File: config.mk
export PLATFORM = sky130hd
export DESIGN_NAME = sdo_upload_server
export DESIGN_NICKNAME = d
export VERILOG_FILES = /design/src/hdl/sdo_upload_pkg.sv /design/src/hdl/sdo_segment_formatter.sv /design/src/hdl/sdo_upload_server.sv
export SDC_FILE = /design/constraint.sdc
export NUM_CORES = 1
export LEC_CHECK = 0
export BUFFER_PORTS_ARGS = -buffer_cell sky130_fd_sc_hd__buf_2
export CAP_MARGIN = 30
export CORE_ASPECT_RATIO = 1.4
export CORE_UTILIZATION = 40
export CTS_BUF_LIST = sky130_fd_sc_hd__clkbuf_8
export CTS_CLUSTER_DIAMETER = 50
export DETAILED_ROUTE_END_ITERATION = 8
export GPL_ROUTABILITY_DRIVEN = 1
export HOLD_SLACK_MARGIN = 0.02
export PLACE_DENSITY_LB_ADDON = 0.12
export SLEW_MARGIN = 20
export SYNTH_ARGS = -nofsm -noshare
export SYNTH_HDL_FRONTEND = slang
export SYNTH_SLANG_ARGS = --single-unit
File: constraint.sdc
create_clock -name i_ref_clk -period 3.6 [get_ports i_ref_clk]
set_input_delay 0.36 -clock i_ref_clk [delete_from_list [all_inputs] [get_ports i_ref_clk]]
set_output_delay 0.36 -clock i_ref_clk [all_outputs]
set_load 0.1 [all_outputs]
File: src/hdl/sdo_upload_pkg.sv
package sdo_upload_pkg;

    // ************************************************************
    // Identifiers and command codes
    // ************************************************************
    localparam logic [10:0] REQ_ID_BASE       = 11'h600;
    localparam logic [10:0] RSP_ID_BASE       = 11'h580;
    localparam logic [7:0]  CMD_INIT_UPLOAD   = 8'h40;
    localparam logic [7:0]  CMD_SEG_REQ       = 8'h60;
    localparam logic [7:0]  CMD_SEG_REQ_MASK  = 8'hEF;
    localparam logic [7:0]  CMD_ABORT         = 8'h80;
    localparam logic [7:0]  CMD_INIT_SEG_RSP  = 8'h41;
    localparam logic [7:0]  CMD_EXP_BASE      = 8'h43;

    // ************************************************************
    // Field positions and counts
    // ************************************************************
    localparam int          TOGGLE_BIT        = 4;
    localparam int          FINAL_BIT         = 0;
    localparam int          UNUSED_LSB        = 1;
    localparam logic [2:0]  SEG_PAYLOAD_BYTES = 3'h7;
    localparam logic [15:0] EXP_MAX_BYTES     = 16'h0004;
    localparam int          FRAME_BYTES       = 8;

    // ************************************************************
    // Abort codes
    // ************************************************************
    localparam logic [31:0] ABORT_TOGGLE      = 32'h05030000;
    localparam logic [31:0] ABORT_CMD_UNKNOWN = 32'h05040001;
    localparam logic [31:0] ABORT_NO_OBJECT   = 32'h06020000;
    localparam logic [31:0] ABORT_NO_SUBINDEX = 32'h06090011;
    localparam logic [31:0] ABORT_GENERAL     = 32'h08000000;

    // ************************************************************
    // Reset values and states
    // ************************************************************
    localparam logic [63:0] FRAME_RESET       = 64'h0;
    localparam logic [15:0] COUNT_RESET       = 16'h0;

    typedef enum logic [3:0] {
        ST_IDLE     = 4'h1,
        ST_LOOKUP   = 4'h2,
        ST_SEG_OPEN = 4'h4,
        ST_SEND     = 4'h8
    } state_e;

endpackage : sdo_upload_pkg

File: src/hdl/sdo_segment_formatter.sv
`timescale 1ns/100ps
module sdo_segment_formatter
    import sdo_upload_pkg::*;
(
    input  wire logic [15:0] i_remaining,
    input  wire logic        i_toggle,
    input  wire logic [55:0] i_chars,
    output logic      [7:0]  o_cmd,
    output logic      [55:0] o_payload,
    output logic      [2:0]  o_take,
    output logic             o_last
);
    logic [2:0] unused;

    always_comb begin
        o_last = (i_remaining <= {13'h0, SEG_PAYLOAD_BYTES});
        o_take = o_last ? i_remaining[2:0] : SEG_PAYLOAD_BYTES;
        unused = SEG_PAYLOAD_BYTES - o_take;
        o_cmd  = {3'h0, i_toggle, unused, o_last};
        for (int b = 0; b < 7; b++) begin
            // Unused trailing bytes still go out, as zero.
            o_payload[b*8 +: 8] = (b < int'(o_take)) ? i_chars[b*8 +: 8] : 8'h00;
        end
    end

endmodule : sdo_segment_formatter

File: src/hdl/sdo_upload_server.sv
`timescale 1ns/100ps
module sdo_upload_server
    import sdo_upload_pkg::*;
#(
    parameter int NODE_ID_WIDTH = 7
) (
    input  wire logic                     i_ref_clk,
    input  wire logic                     i_rstn,
    input  wire logic [NODE_ID_WIDTH-1:0] i_node_id,
    input  wire logic                     i_rx_valid,
    input  wire logic [10:0]              i_rx_id,
    input  wire logic [63:0]              i_rx_data,
    output logic                          o_tx_valid,
    input  wire logic                     i_tx_ready,
    output logic      [10:0]              o_tx_id,
    output logic      [63:0]              o_tx_data,
    output logic      [15:0]              o_od_index,
    output logic      [7:0]               o_od_subindex,
    input  wire logic                     i_od_found,
    input  wire logic                     i_od_is_string,
    input  wire logic [15:0]              i_od_size,
    input  wire logic [31:0]              i_od_value,
    output logic      [15:0]              o_str_offset,
    input  wire logic [55:0]              i_str_chars
);

    if (NODE_ID_WIDTH < 1 || NODE_ID_WIDTH > 7) begin : g_width_check
        $error("NODE_ID_WIDTH must be between 1 and 7");
    end

    // ************************************************************
    // State
    // ************************************************************
    typedef struct packed {
        state_e                   st;
        state_e                   ret;
        logic [NODE_ID_WIDTH-1:0] node_s1;
        logic [NODE_ID_WIDTH-1:0] node_s2;
        logic                     toggle;
        logic                     seg_rsp;
        logic [15:0]              object_index;
        logic [7:0]               subidx;
        logic [15:0]              remaining;
        logic [15:0]              offset;
        logic [10:0]              tx_id;
        logic [63:0]              tx_data;
    } server_s;

    server_s r_reg;
    server_s r_next;

    logic        rx_hit;
    logic [7:0]  rx_cmd;
    logic        rx_seg;
    logic        rx_abort;
    logic [7:0]  seg_cmd;
    logic [55:0] seg_payload;
    logic [2:0]  seg_take;
    logic        seg_last;

    function automatic logic [63:0] frame_of(input logic [7:0]  cmd,
                                             input logic [15:0] index,
                                             input logic [7:0]  sub,
                                             input logic [31:0] data);
        return {data, sub, index, cmd};
    endfunction : frame_of

    function automatic logic [31:0] keep_bytes(input logic [31:0] v,
                                               input logic [15:0] n);
        logic [31:0] m;
        m = 32'h0;
        for (int b = 0; b < 4; b++) begin
            if (b < int'(n)) begin
                m[b*8 +: 8] = v[b*8 +: 8];
            end
        end
        return m;
    endfunction : keep_bytes

    sdo_segment_formatter u_fmt (
        .i_remaining (r_reg.remaining),
        .i_toggle    (r_reg.toggle),
        .i_chars     (i_str_chars),
        .o_cmd       (seg_cmd),
        .o_payload   (seg_payload),
        .o_take      (seg_take),
        .o_last      (seg_last)
    );

    assign rx_hit        = i_rx_valid &&
                           (i_rx_id == REQ_ID_BASE + 11'(r_reg.node_s2));
    assign rx_cmd        = i_rx_data[7:0];
    assign rx_seg        = (rx_cmd & CMD_SEG_REQ_MASK) == CMD_SEG_REQ;
    assign rx_abort      = rx_hit && (rx_cmd == CMD_ABORT);
    assign o_tx_valid    = (r_reg.st == ST_SEND);
    assign o_tx_id       = r_reg.tx_id;
    assign o_tx_data     = r_reg.tx_data;
    assign o_od_index    = r_reg.object_index;
    assign o_od_subindex = r_reg.subidx;
    assign o_str_offset  = r_reg.offset;

    // ************************************************************
    // Protocol engine
    // ************************************************************
    always_comb begin
        r_next         = r_reg;
        r_next.node_s1 = i_node_id;
        r_next.node_s2 = r_reg.node_s1;
        r_next.tx_id   = RSP_ID_BASE + 11'(r_reg.node_s2);
        if (rx_abort) begin
            // Any error code is accepted and dropped; nothing is sent back.
            r_next.st = ST_IDLE;
        end else begin
            unique case (r_reg.st)
                ST_IDLE, ST_SEG_OPEN: begin
                    if (rx_hit) begin
                        r_next.st      = ST_SEND;
                        r_next.ret     = ST_IDLE;
                        r_next.seg_rsp = 1'b0;
                        if (rx_cmd == CMD_INIT_UPLOAD) begin
                            r_next.object_index = i_rx_data[23:8];
                            r_next.subidx       = i_rx_data[31:24];
                            r_next.offset       = (i_rx_data[31:24] == 8'h00) ? COUNT_RESET
                                                : {8'h00, i_rx_data[31:24]} - 16'h0001;
                            r_next.st           = ST_LOOKUP;
                        end else if (rx_seg && r_reg.st != ST_SEG_OPEN) begin
                            r_next.tx_data = frame_of(CMD_ABORT, r_reg.object_index,
                                                      r_reg.subidx, ABORT_GENERAL);
                        end else if (rx_seg && rx_cmd[TOGGLE_BIT] != r_reg.toggle) begin
                            r_next.tx_data = frame_of(CMD_ABORT, r_reg.object_index,
                                                      r_reg.subidx, ABORT_TOGGLE);
                        end else if (rx_seg) begin
                            r_next.tx_data   = {seg_payload, seg_cmd};
                            r_next.offset    = r_reg.offset + {13'h0, seg_take};
                            r_next.remaining = r_reg.remaining - {13'h0, seg_take};
                            r_next.toggle    = ~r_reg.toggle;
                            r_next.seg_rsp   = 1'b1;
                            r_next.ret       = seg_last ? ST_IDLE : ST_SEG_OPEN;
                        end else begin
                            r_next.tx_data = frame_of(CMD_ABORT, i_rx_data[23:8],
                                                      i_rx_data[31:24], ABORT_CMD_UNKNOWN);
                        end
                    end
                end
                ST_LOOKUP: begin
                    r_next.st      = ST_SEND;
                    r_next.ret     = ST_IDLE;
                    r_next.seg_rsp = 1'b0;
                    r_next.toggle  = 1'b0;
                    if (!i_od_found) begin
                        r_next.tx_data = frame_of(CMD_ABORT, r_reg.object_index,
                                                  r_reg.subidx, ABORT_NO_OBJECT);
                    end else if (i_od_is_string && r_reg.subidx != 8'h00) begin
                        if ({8'h00, r_reg.subidx} > i_od_size) begin
                            r_next.tx_data = frame_of(CMD_ABORT, r_reg.object_index,
                                                      r_reg.subidx, ABORT_NO_SUBINDEX);
                        end else begin
                            r_next.tx_data = frame_of(8'h4F, r_reg.object_index, r_reg.subidx,
                                                      {24'h0, i_str_chars[7:0]});
                        end
                    end else if (i_od_size != COUNT_RESET && i_od_size <= EXP_MAX_BYTES) begin
                        // Length is coded in bits 3:2 as four minus the byte count.
                        r_next.tx_data = frame_of(CMD_EXP_BASE | {4'h0, 2'(EXP_MAX_BYTES
                                                  - i_od_size), 2'b00},
                                                  r_reg.object_index, r_reg.subidx,
                                                  keep_bytes(i_od_is_string ? i_str_chars[31:0]
                                                  : i_od_value, i_od_size));
                    end else begin
                        r_next.tx_data   = frame_of(CMD_INIT_SEG_RSP, r_reg.object_index,
                                                    r_reg.subidx, {16'h0, i_od_size});
                        r_next.remaining = i_od_size;
                        r_next.offset    = COUNT_RESET;
                        r_next.ret       = ST_SEG_OPEN;
                    end
                end
                ST_SEND: begin
                    // Requests arriving while a response waits are dropped, except an abort, which clears the response.
                    if (i_tx_ready) begin
                        r_next.st = r_reg.ret;
                    end
                end
                default: begin
                    r_next.st = ST_IDLE;
                end
            endcase
        end
    end

    always_ff @(posedge i_ref_clk or negedge i_rstn) begin
        if (!i_rstn) begin
            r_reg <= '{st: ST_IDLE, ret: ST_IDLE, node_s1: '0, node_s2: '0, toggle: 1'b0,
                       seg_rsp: 1'b0, object_index: COUNT_RESET, subidx: 8'h00,
                       remaining: COUNT_RESET, offset: COUNT_RESET, tx_id: 11'h000,
                       tx_data: FRAME_RESET};
        end else begin
            r_reg <= r_next;
        end
    end
endmodule : sdo_upload_server

### Yosys cells after proc, flatten, opt, wreduce, memory -nomap -nowiden

Cells that the tools add are included.

| cells by class | value |
|---|---|
| $lt $le $gt $ge | 14 |
| bitwise gates (word level) | 2 |
| equal/unequal tests | 23 |
| reduce and logical (&&, ||, !) cells | 18 |
| muxes and demuxes | 54 |
| $add $sub $neg | 7 |

Operator list:

| cell | count |
|---|---|
| two-way mux 64 bit | 8 |
| two-way mux 32 bit | 7 |
| one-hot mux 64 bit (2 select lines) | 1 |
| two-way mux 8 bit | 12 |
| one-hot mux 32 bit (2 select lines) | 1 |
| two-way mux 59 bit | 1 |
| two-way mux 58 bit | 1 |
| two-way mux 16 bit | 3 |
| less-or-equal comparator 16 x 3 -> 1 bit (second input constant) | 2 |
| less-than comparator 1 x 16 -> 1 bit (first input constant) | 2 |
| less-than comparator 2 x 16 -> 1 bit (first input constant) | 2 |
| two-way mux 3 bit | 9 |
| two-way mux 24 bit | 1 |
| adder 16 x 3 -> 16 bit | 1 |
| > comparator 8 x 16 -> 1 bit | 1 |
| != test 2 bit (second input constant) | 8 |
| nonzero test 16 bit | 1 |
| subtractor 16 x 3 -> 16 bit | 1 |
| two-way mux 4 bit | 3 |
| != test 3 bit (second input constant) | 4 |
| one-hot mux 4 bit (3 select lines) | 1 |
| adder 10 x 8 -> 11 bit (first input constant) | 1 |
| adder 11 x 7 -> 11 bit (first input constant) | 1 |
| == test 11 bit | 1 |
| 31 further kinds | 45 |

| storage, ports and cells | value |
|---|---|
| output and inout bits | 116 |
| logic and storage cells | 129 |
| register bits after elaboration | 154 |
| input port bits | 192 |

### Longest topological paths before layout

Gate-level depths: netlist of the first run.

| logic depth | value |
|---|---|
| depth in word-level cells | 10 |
| mapped depth | 15 |
| depth with buffers taken out | 13 |

### Modules after synthesis

Synthesis of the first run repeated with hierarchy kept, for this count alone.

| second synthesis, totals | value |
|---|---|
| cell total of the unflattened synthesis | 1109 |
| area total of the unflattened synthesis | 9969.6 um^2 |

Modules (own cells, without submodules):

| module | area an instance (um^2) | times used | sequential area each (um^2) | cells an instance |
|---|---|---|---|---|
| sdo_upload_server | 9330.2 | 1 | 3731.1 | 1023 |
| sdo_segment_formatter | 639.4 | 1 | 0.0 | 86 |

### Least setup slack after synthesis of the first run

OpenSTA, ideal clock, no wires.

| timing | value |
|---|---|
| path kind | flip-flop to flip-flop |
| start point | reg r_reg[154] (netlist bit) |
| end point | reg r_reg[153] (netlist bit) |
| setup slack | -0.618 ns |
| data arrival time | 4.133 ns |
| data required time | 3.515 ns |
| buffers on the path | 1 |
| clock period less this slack | 4.218 ns |
| stages on the path, launching flop included | 6 |
| library setup time | 0.085 ns |
| cell sequence | dfrtp_1 -> clkbuf_1 -> inv_1 -> nor4_1 -> a32oi_1 -> nor2_1 |

| on the way | value |
|---|---|
| elaborated cells between the ends (all ways) | 10 |
| classes of those cells | eq/ne (6); mux (2); reduce/logical (2) |

RTL lines:

| what | RTL line | source |
|---|---|---|
| start: declaration | sdo_upload_server.sv:49 | `server_s r_reg;` |
| start signal: assignment | sdo_upload_server.sv:191 | `r_reg <= '{st: ST_IDLE, ret: ST_IDLE, node_s1: '0, node_s2: '0, toggle: 1'b0,` |
| start signal: assignment | sdo_upload_server.sv:196 | `r_reg <= r_next;` |
| == test 4 bit * | -- |  |
| named net o_tx_valid | sdo_upload_server.sv:13 | `output logic o_tx_valid,` |
| one-hot mux 4 bit (3 select lines) / != test 3 x 1 -> 1 bit (equally long branches) | -- |  |
| two-way mux 4 bit / AND reduction 2 bit (equally long branches) | -- |  |

Mark *: on every way through the listed nets, which the timed path passes. The rest lies on a longest branch.
A chain may end at the register's enable or synchronous reset.

### Worst setup path after layout of the first run

| timing | value |
|---|---|
| start point | reg r_reg[105] (netlist bit) |
| end point | reg r_reg (netlist bit o_str_offset[15]) |

| on the way | value |
|---|---|
| word-level cells in the longest chain between the ends | 9 |

Ends and longest elaborated chain:

| what | RTL line | source |
|---|---|---|
| less-or-equal comparator 16 x 3 -> 1 bit | sdo_segment_formatter.sv:16 | `o_last = (i_remaining <= {13'h0, SEG_PAYLOAD_BYTES});` |
| two-way mux 3 bit | sdo_segment_formatter.sv:17 | `o_take = o_last ? i_remaining[2:0] : SEG_PAYLOAD_BYTES;` |
| adder 16 x 3 -> 16 bit | sdo_upload_server.sv:134 | `r_next.offset = r_reg.offset + {13'h0, seg_take};` |
| two-way mux 32 bit | sdo_upload_server.sv:132 | `end else if (rx_seg) begin` |
| two-way mux 32 bit | sdo_upload_server.sv:129 | `end else if (rx_seg && rx_cmd[TOGGLE_BIT] != r_reg.toggle) begin` |
| two-way mux 32 bit | sdo_upload_server.sv:126 | `end else if (rx_seg && r_reg.st != ST_SEG_OPEN) begin` |
| two-way mux 16 bit | sdo_upload_server.sv:120 | `if (rx_cmd == CMD_INIT_UPLOAD) begin` |
| two-way mux 58 bit | sdo_upload_server.sv:116 | `if (rx_hit) begin` |
| one-hot mux 32 bit (2 select lines) | sdo_upload_server.sv:114 | `unique case (r_reg.st)` |

No other way between the ends. The select of a mux whose other input is x is not followed.

==> results.md, run 1 <==
* Largest net degree at the start of global routing at 82
* Vias in the first global route at 8,097
* FF-to-FF End: o_str_offset[15]$_DFFE_PN0P_
* Wirelength, routed at 30.7 mm
* TritonRoute pass-1 iters at 9
* Maximum VDD drop at 0.221 mV
* Die H at 181 um
* Util after Layout at 47.3%
* Flop-to-flop setup slack at 0.30 ns
* Routability cong. at 0.921
* DR iter-0 viols at 546
* Power Density at 326 mW/mm^2
* Total global-route track usage at 26.7%
* P_leak at 5.21 nW
* CTS tree: built
* Slew Limit Headroom at 45.7%
* Hold_sp: i_rx_data[13]
* DR WL/cell at 20.0 um
* Number of flops mapped to enable cells by yosys at 0
* Placed cell areas at 0.0101 sq mm
* Via count at 8,400
* RSZ-0062 raised after global routing: no
* Core ar. at 0.0224 sq mm
* Largest cells by area after synthesis: dfrtp_1 (40%), buf_4 (9.4%), a21oi_1 (6.4%)
* Final Skew at 0.0108 ns
* Endpoint type of the worst setup path: flop
* Final Instance Area at 0.0106 sq mm
* Mapped Area at 0.00914 sq mm
* Die area at 0.0235 sq mm
* Cell depth of the worst flop-to-flop path at 13
* Worst-Margin Slew at 0.812 ns
* Final worst path period share at 91.8%
* Max Freq at 303 MHz
* Layout cells sized above 1 at 32.2%
* Req. time, crit path at 3.95 ns
* Rows at 65
* Top cell type's share of synthesized area at 40.0%
* Register area share after synthesis at 40.6%
* Post-route setup slack at 0.295 ns
* Ys async rst share at 100%
* Count leader, synth: dfrtp_1
* Layout Nets at 1,427
* PortBufs at 273
* Final hold viol count at 0
* Distinct cells, synth at 67
* Run status: completed
* Die X at 130 um
* Initial antenna violation count at 8
* Number of buffers created by CTS at 17
* Reg2reg start: r_reg[105]$_DFFE_PN0P_
* Post-Synthesis Cells at 1,049
* Drt drc at 0
* First-pass GRT wire length at 46.6 mm
* Post-synth top flop: dfrtp_1
* Setup Viol. Count Final at 0
* Number of flip-flops in the largest register at 63
* Worst Hold Depth at 2
* Max-slew violations at 0
* Initial Util at 40.7%
* Syn_area_per_cell at 8.71 sq um
* Post-DP HPWL at 24.0 mm
* Worst setup SP type: flop
* Worst Hold Path EP: o_od_index[5]$_DFFE_PN0P_
* Crit path max fanout at 4
* Setup Buffers After CTS at 0
* Critical Path AT at 3.65 ns
* Clock Tree Root: clkbuf_8
* H-tree depth at 4
* Worst skew pair latency at 0.46 ns
* Post-synth top cells: dfrtp_1 (146), a21oi_1 (116), buf_4 (115), nand2_1 (101), o21ai_0 (92)
* Deepest clock path buffer count at 2
* Post-Route Setup TNS at 0 ns
* Placement-stage worst setup slack at 0.318 ns
* Area leader, netlist: dfrtp_1
* YS warnings at 0
* Tmin final at 3.30 ns
* Boundary Pins at 308
* Antenna Nets Post-Route at 0
* Grt ovf at 0
* CTS sink cnt at 148
* Worst-path clk slew at 0.09 ns
* Vias per cell at 5.47
* Synthesis-to-finish area growth at 16.1%
* Critical path class: reg -> reg
* Max-Cap Viols at 0
* Post-synthesis sequential element count at 148
* Tightest Hold Check Type: in -> reg
==> worst max path at each step <==
stage | to | slack, ns | cells past startpoint | start
floorplan | o_str_offset[15]$_DFFE_PN0P_ | 0.62 | 12 | r_reg[94]$_DFFE_PN0P_
global placement | o_str_offset[15]$_DFFE_PN0P_ | 0.41 | 13 | r_reg[105]$_DFFE_PN0P_
detailed placement | o_str_offset[15]$_DFFE_PN0P_ | 0.32 | 13 | r_reg[105]$_DFFE_PN0P_
CTS | o_str_offset[15]$_DFFE_PN0P_ | 0.31 | 13 | r_reg[105]$_DFFE_PN0P_
global route | o_str_offset[15]$_DFFE_PN0P_ | 0.10 | 13 | r_reg[105]$_DFFE_PN0P_
finish | o_str_offset[15]$_DFFE_PN0P_ | 0.30 | 13 | r_reg[105]$_DFFE_PN0P_
==> power by group <==
| group | internal (mW) | switching (mW) |
|---|---|---|
| sequential | 1.68 | 0.0108 |
| clock | 0.648 | 0.678 |
| combinational | 0.139 | 0.294 |
| total | 2.47 | 0.983 |
==> layout make-up <==
type | instances | area, sq um
Clock inverter | 13 | 136
Inverter | 25 | 93.8
Sequential cell | 148 | 3710
Clock buffer | 19 | 262
Tap cell | 301 | 377
Multi-Input combinational cell | 706 | 4280
Timing Repair Buffer | 320 | 1750
Fill cell | 2347 | 11800
Antenna cell | 5 | 12.5
==> worst max-delay path, stage by stage, from the launching register on <==
cell,delay [ns]
dfrtp_1,0.41
nor4_1,0.58
nand4_1,0.22
nor2_1,0.23
inv_1,0.20
ha_1,0.36
a21oi_1,0.08
and2_1,0.21
nor4_1,0.24
buf_4,0.18
nand4_1,0.11
nor2b_1,0.15
o21ai_0,0.13
o31ai_1,0.09
==> what timing repair did <==
| action | 4_1_cts | 5_1_grt |
|---|---|---|
| resized for setup | 0 | 0 |
| hold buffers | 8 | 0 |
| hold endpoints to repair | 85 | 0 |
==> layout by cell type, fill, tap and decap left out, types with 23 or more instances in the layout <==
master     n
inv_1     27
nor3_1    25
a21oi_1  116
nand2_1  101
nand3_1   23
nor2_1    83
buf_2    272
dfrtp_1  146
o21ai_0   92
mux2_2    38
buf_4     39
==> per-stage QoR <==
stage          hold WS, ns  instances  power, mW
4_1_cts              0.111       1532       3.49
2_1_floorplan       0.0644       1050       1.97
5_1_grt              0.102       1537       3.60
3_5_place_dp         0.335       1492       2.16
3_3_place_gp         0.331       1492       2.15
6_report             0.147       1537       3.45
==> cells by family after synthesis <==
family / count (synthesis) / synth area share, %
compound gates: 315 / 21.1
simple gates: 312 / 16.1
other cells: 2 / 0.0822
buf+inv: 196 / 12.9
mux: 45 / 5.45
flops: 148 / 40.6
fa+ha+maj: 17 / 2.41
xor+xnor: 14 / 1.34
==> metal layers <==
| layer | wire length [um] | part of all wire [%] | up-vias | GRT usage [%] |
|---|---|---|---|---|
| met5 | 27 | 0.088 | - | 0 |
| met4 | 1110 | 3.6 | 6 | 13.1 |
| met3 | 1810 | 5.9 | 51 | 5.51 |
| met2 | 15700 | 51 | 307 | 46.0 |
| met1 | 12100 | 39 | 4035 | 31.1 |
| li1 | - | - | 4001 | - |
Power figures use the tool's default switching activity.
==> inputs of run 2 (changes only) <==
- CTS_BUF_LIST: sky130_fd_sc_hd__clkbuf_8 -> sky130_fd_sc_hd__clkbuf_4 sky130_fd_sc_hd__clkbuf_8 sky130_fd_sc_hd__clkbuf_16
==> run 2 against run 1 <==
  * Count of clock-buffer cells in the layout up 2
  * Maximum frequency up 0.49%
  * Via count up 0.44%
  * Sequential share of layout area down 0.61 points
  * Worst setup slack better by 0.016 ns
  * Critical endpoint unchanged
==> results.md, run 2 (same netlist as run 1, synthesis figures left out) <==
* Run status: completed
* # resized after CTS at 0 (unchanged)
* Layout Nets at 1,426 (-0.070%)
* P_sw at 1.04 mW (+5.9%)
* Clock Tree Root: clkbuf_16
* Hold_sp: i_node_id[0]
* Clock Power Share at 45.9% (+7.5 points)
* Routability cong. at 0.921 (unchanged)
* Reg2reg start: r_reg[105]$_DFFE_PN0P_
* Worst Hold Path EP: r_next[133]$_DFF_PN0_
* Max-Cap Viols at 0 (unchanged)
* Critical path class: reg -> reg
* Cell depth of the worst flop-to-flop path at 13 (unchanged)
* P_leak at 5.29 nW (+1.6%)
* Critical Path AT at 3.60 ns (-0.05 ns)
* TritonRoute pass-1 iters at 5 (-4)
* Vias in the first global route at 8,134 (+0.46%)
* Worst-Margin Slew at 0.792 ns (-0.0203 ns)
* Final hold viol count at 0 (unchanged)
* Die X at 130 um (unchanged)
* Sw Share at 26.4% (-2.0 points)
* Sequential Power Share at 43.1% (-6.0 points)
* Core ar. at 0.0224 sq mm (unchanged)
* Deepest clock path buffer count at 2 (unchanged)
* Tmin final at 3.29 ns (-0.0161 ns)
* Endpoint type of the worst setup path: flop
* First-pass GRT wire length at 46.6 mm (about the same)
* Power Density at 365 mW/mm^2 (+12%)
* PortBufs at 273 (unchanged)
* Tightest Hold Check Type: in -> reg
* Initial Util at 40.7% (unchanged)
* DR WL/cell at 20.1 um (+0.35%)
* Comb power frac at 11.0% (-1.5 points)
* Maximum VDD drop at 0.310 mV (+41%)
* CTS tree: built
* Final Skew at 0.00872 ns (-0.00212 ns)
* Die area at 0.0235 sq mm (unchanged)
* Synthesis-to-finish area growth at 18.2%
* Int Power at 2.90 mW (+17%)
* Boundary Pins at 308 (unchanged)
* Total global-route track usage at 26.8% (+0.094 points)
* Final Instance Area at 0.0108 sq mm (+1.8%)
* Placed cell areas at 0.0101 sq mm (unchanged)
* Setup Viol. Count Final at 0 (unchanged)
* Worst Hold Depth at 1 (-1)
* Rows at 65 (unchanged)
* Slew Limit Headroom at 47.2% (+1.6 points)
* Number of buffers created by CTS at 17 (unchanged)
* Total power at 3.94 mW (+14%)
* Layout cells sized above 1 at 32.4% (+0.19 points)
* Vias per cell at 5.49 (+0.51%)
* Placement-stage worst setup slack at 0.318 ns (unchanged)
* Worst-path clk slew at 0.07 ns (-0.02 ns)
* Via count at 8,437 (+0.44%)
* Worst setup SP type: flop
* Max-slew violations at 0 (unchanged)
* Post-route setup slack at 0.311 ns (+0.0161 ns)
* Post-Route Setup TNS at 0 ns (unchanged)
* DR iter-0 viols at 572 (+4.8%)
* Fillers at 2,317 (-1.3%)
* Die H at 181 um (unchanged)
* Worst skew pair latency at 0.43 ns (-0.03 ns)
* FF-to-FF End: o_str_offset[15]$_DFFE_PN0P_
* Number of flip-flops in the largest register at 63 (unchanged)
* Largest net degree at the start of global routing at 82 (unchanged)
* Crit path max fanout at 4 (unchanged)
* Req. time, crit path at 3.91 ns (-0.04 ns)
* H-tree depth at 4 (unchanged)
* Final worst path period share at 91.3% (-0.45 points)
* Grt ovf at 0 (unchanged)
* Most frequent cells in the layout: buf_2 (272), dfrtp_1 (146), a21oi_1 (116), nand2_1 (101), o21ai_0 (92)
* Post-DP HPWL at 24.0 mm (unchanged)
* Antenna Nets Post-Route at 0 (unchanged)
* Most common cell after layout, fill and taps aside: buf_2
* Max Freq at 304 MHz (+0.49%)
* Wirelength, routed at 30.8 mm (+0.29%)
* RSZ-0062 raised after global routing: no
* Flop-to-flop setup slack at 0.31 ns (+0.02 ns)
* Initial antenna violation count at 8 (unchanged)
* Drt drc at 0 (unchanged)
* CTS sink cnt at 148 (unchanged)
run 2: changes by cell type in the layout (fill, tap and decap cells not counted):
cell	previous run	this run
clkbuf_8	19	2
clkbuf_4	0	2
dlygate4sd3_1	8	7
inv_1	27	25
clkbuf_16	0	17
run 2: layout make-up:
class,instances,area [sq um],share of cell area (%)
multi-input combinational,706,4280,39.6
antenna,5,12.5,0.116
sequential,148,3710,34.3
timing repair buffer,319,1740,16.1
clock buffer,21,468,4.33
inverter,25,93.8,0.869
tap,301,377,3.49
clock inverter,11,129,1.19
run 2: worst max path at each step:
stage,slack [ns],startpoint,to,cells after the start
finish,0.31,r_reg[105]$_DFFE_PN0P_,o_str_offset[15]$_DFFE_PN0P_,13
global route,0.11,r_reg[105]$_DFFE_PN0P_,o_str_offset[15]$_DFFE_PN0P_,13
CTS,0.31,r_reg[105]$_DFFE_PN0P_,o_str_offset[15]$_DFFE_PN0P_,13
detailed placement,0.32,r_reg[105]$_DFFE_PN0P_,o_str_offset[15]$_DFFE_PN0P_,13
global placement,0.41,r_reg[105]$_DFFE_PN0P_,o_str_offset[15]$_DFFE_PN0P_,13
floorplan,0.62,r_reg[94]$_DFFE_PN0P_,o_str_offset[15]$_DFFE_PN0P_,12
run 2: stage by stage:
stage               hold slack (ns)  utilization [%]  cells
floorplan                    0.0644                -   1050
global placement              0.331             45.1   1492
detailed placement            0.335             45.1   1492
CTS                          0.0215             48.0   1531
global route                 0.0231             48.1   1536
finish                       0.0413             48.1   1536
run 2: per-layer routing:
layer | vias to the layer above | global-route usage, % | part of all wire (%)
met4 | 6 | 14.2 | 3.8
met1 | 4070 | 31.0 | 39
met3 | 61 | 5.48 | 5.8
met2 | 299 | 45.9 | 51
li1 | 4001 | - | -
met5 | - | 0 | 0.088
run 2: repair_timing:
item,4_1_cts,5_1_grt
hold buffers,7,0
endpoints found under the hold margin,40,0
setup buffers,0,0
run 2: worst max-delay path, cell delays in order (launching register included):
cell and delay [ns]:
dfrtp_1 0.39, nor4_1 0.57, nand4_1 0.22, nor2_1 0.23, inv_1 0.21, ha_1 0.36
a21oi_1 0.08, and2_1 0.20, nor4_1 0.24, buf_4 0.18, nand4_1 0.11, nor2b_1 0.15
o21ai_0 0.13, o31ai_1 0.09
run 2: power groups by stage:
stage / sequential, mW / clock [mW] / combinational, mW
global placement: 1.73 / 0 / 0.426
finish: 1.70 / 1.81 / 0.432
global route: 1.70 / 1.92 / 0.466
detailed placement: 1.73 / 0 / 0.427
CTS: 1.70 / 1.85 / 0.434
floorplan: 1.73 / 0 / 0.245
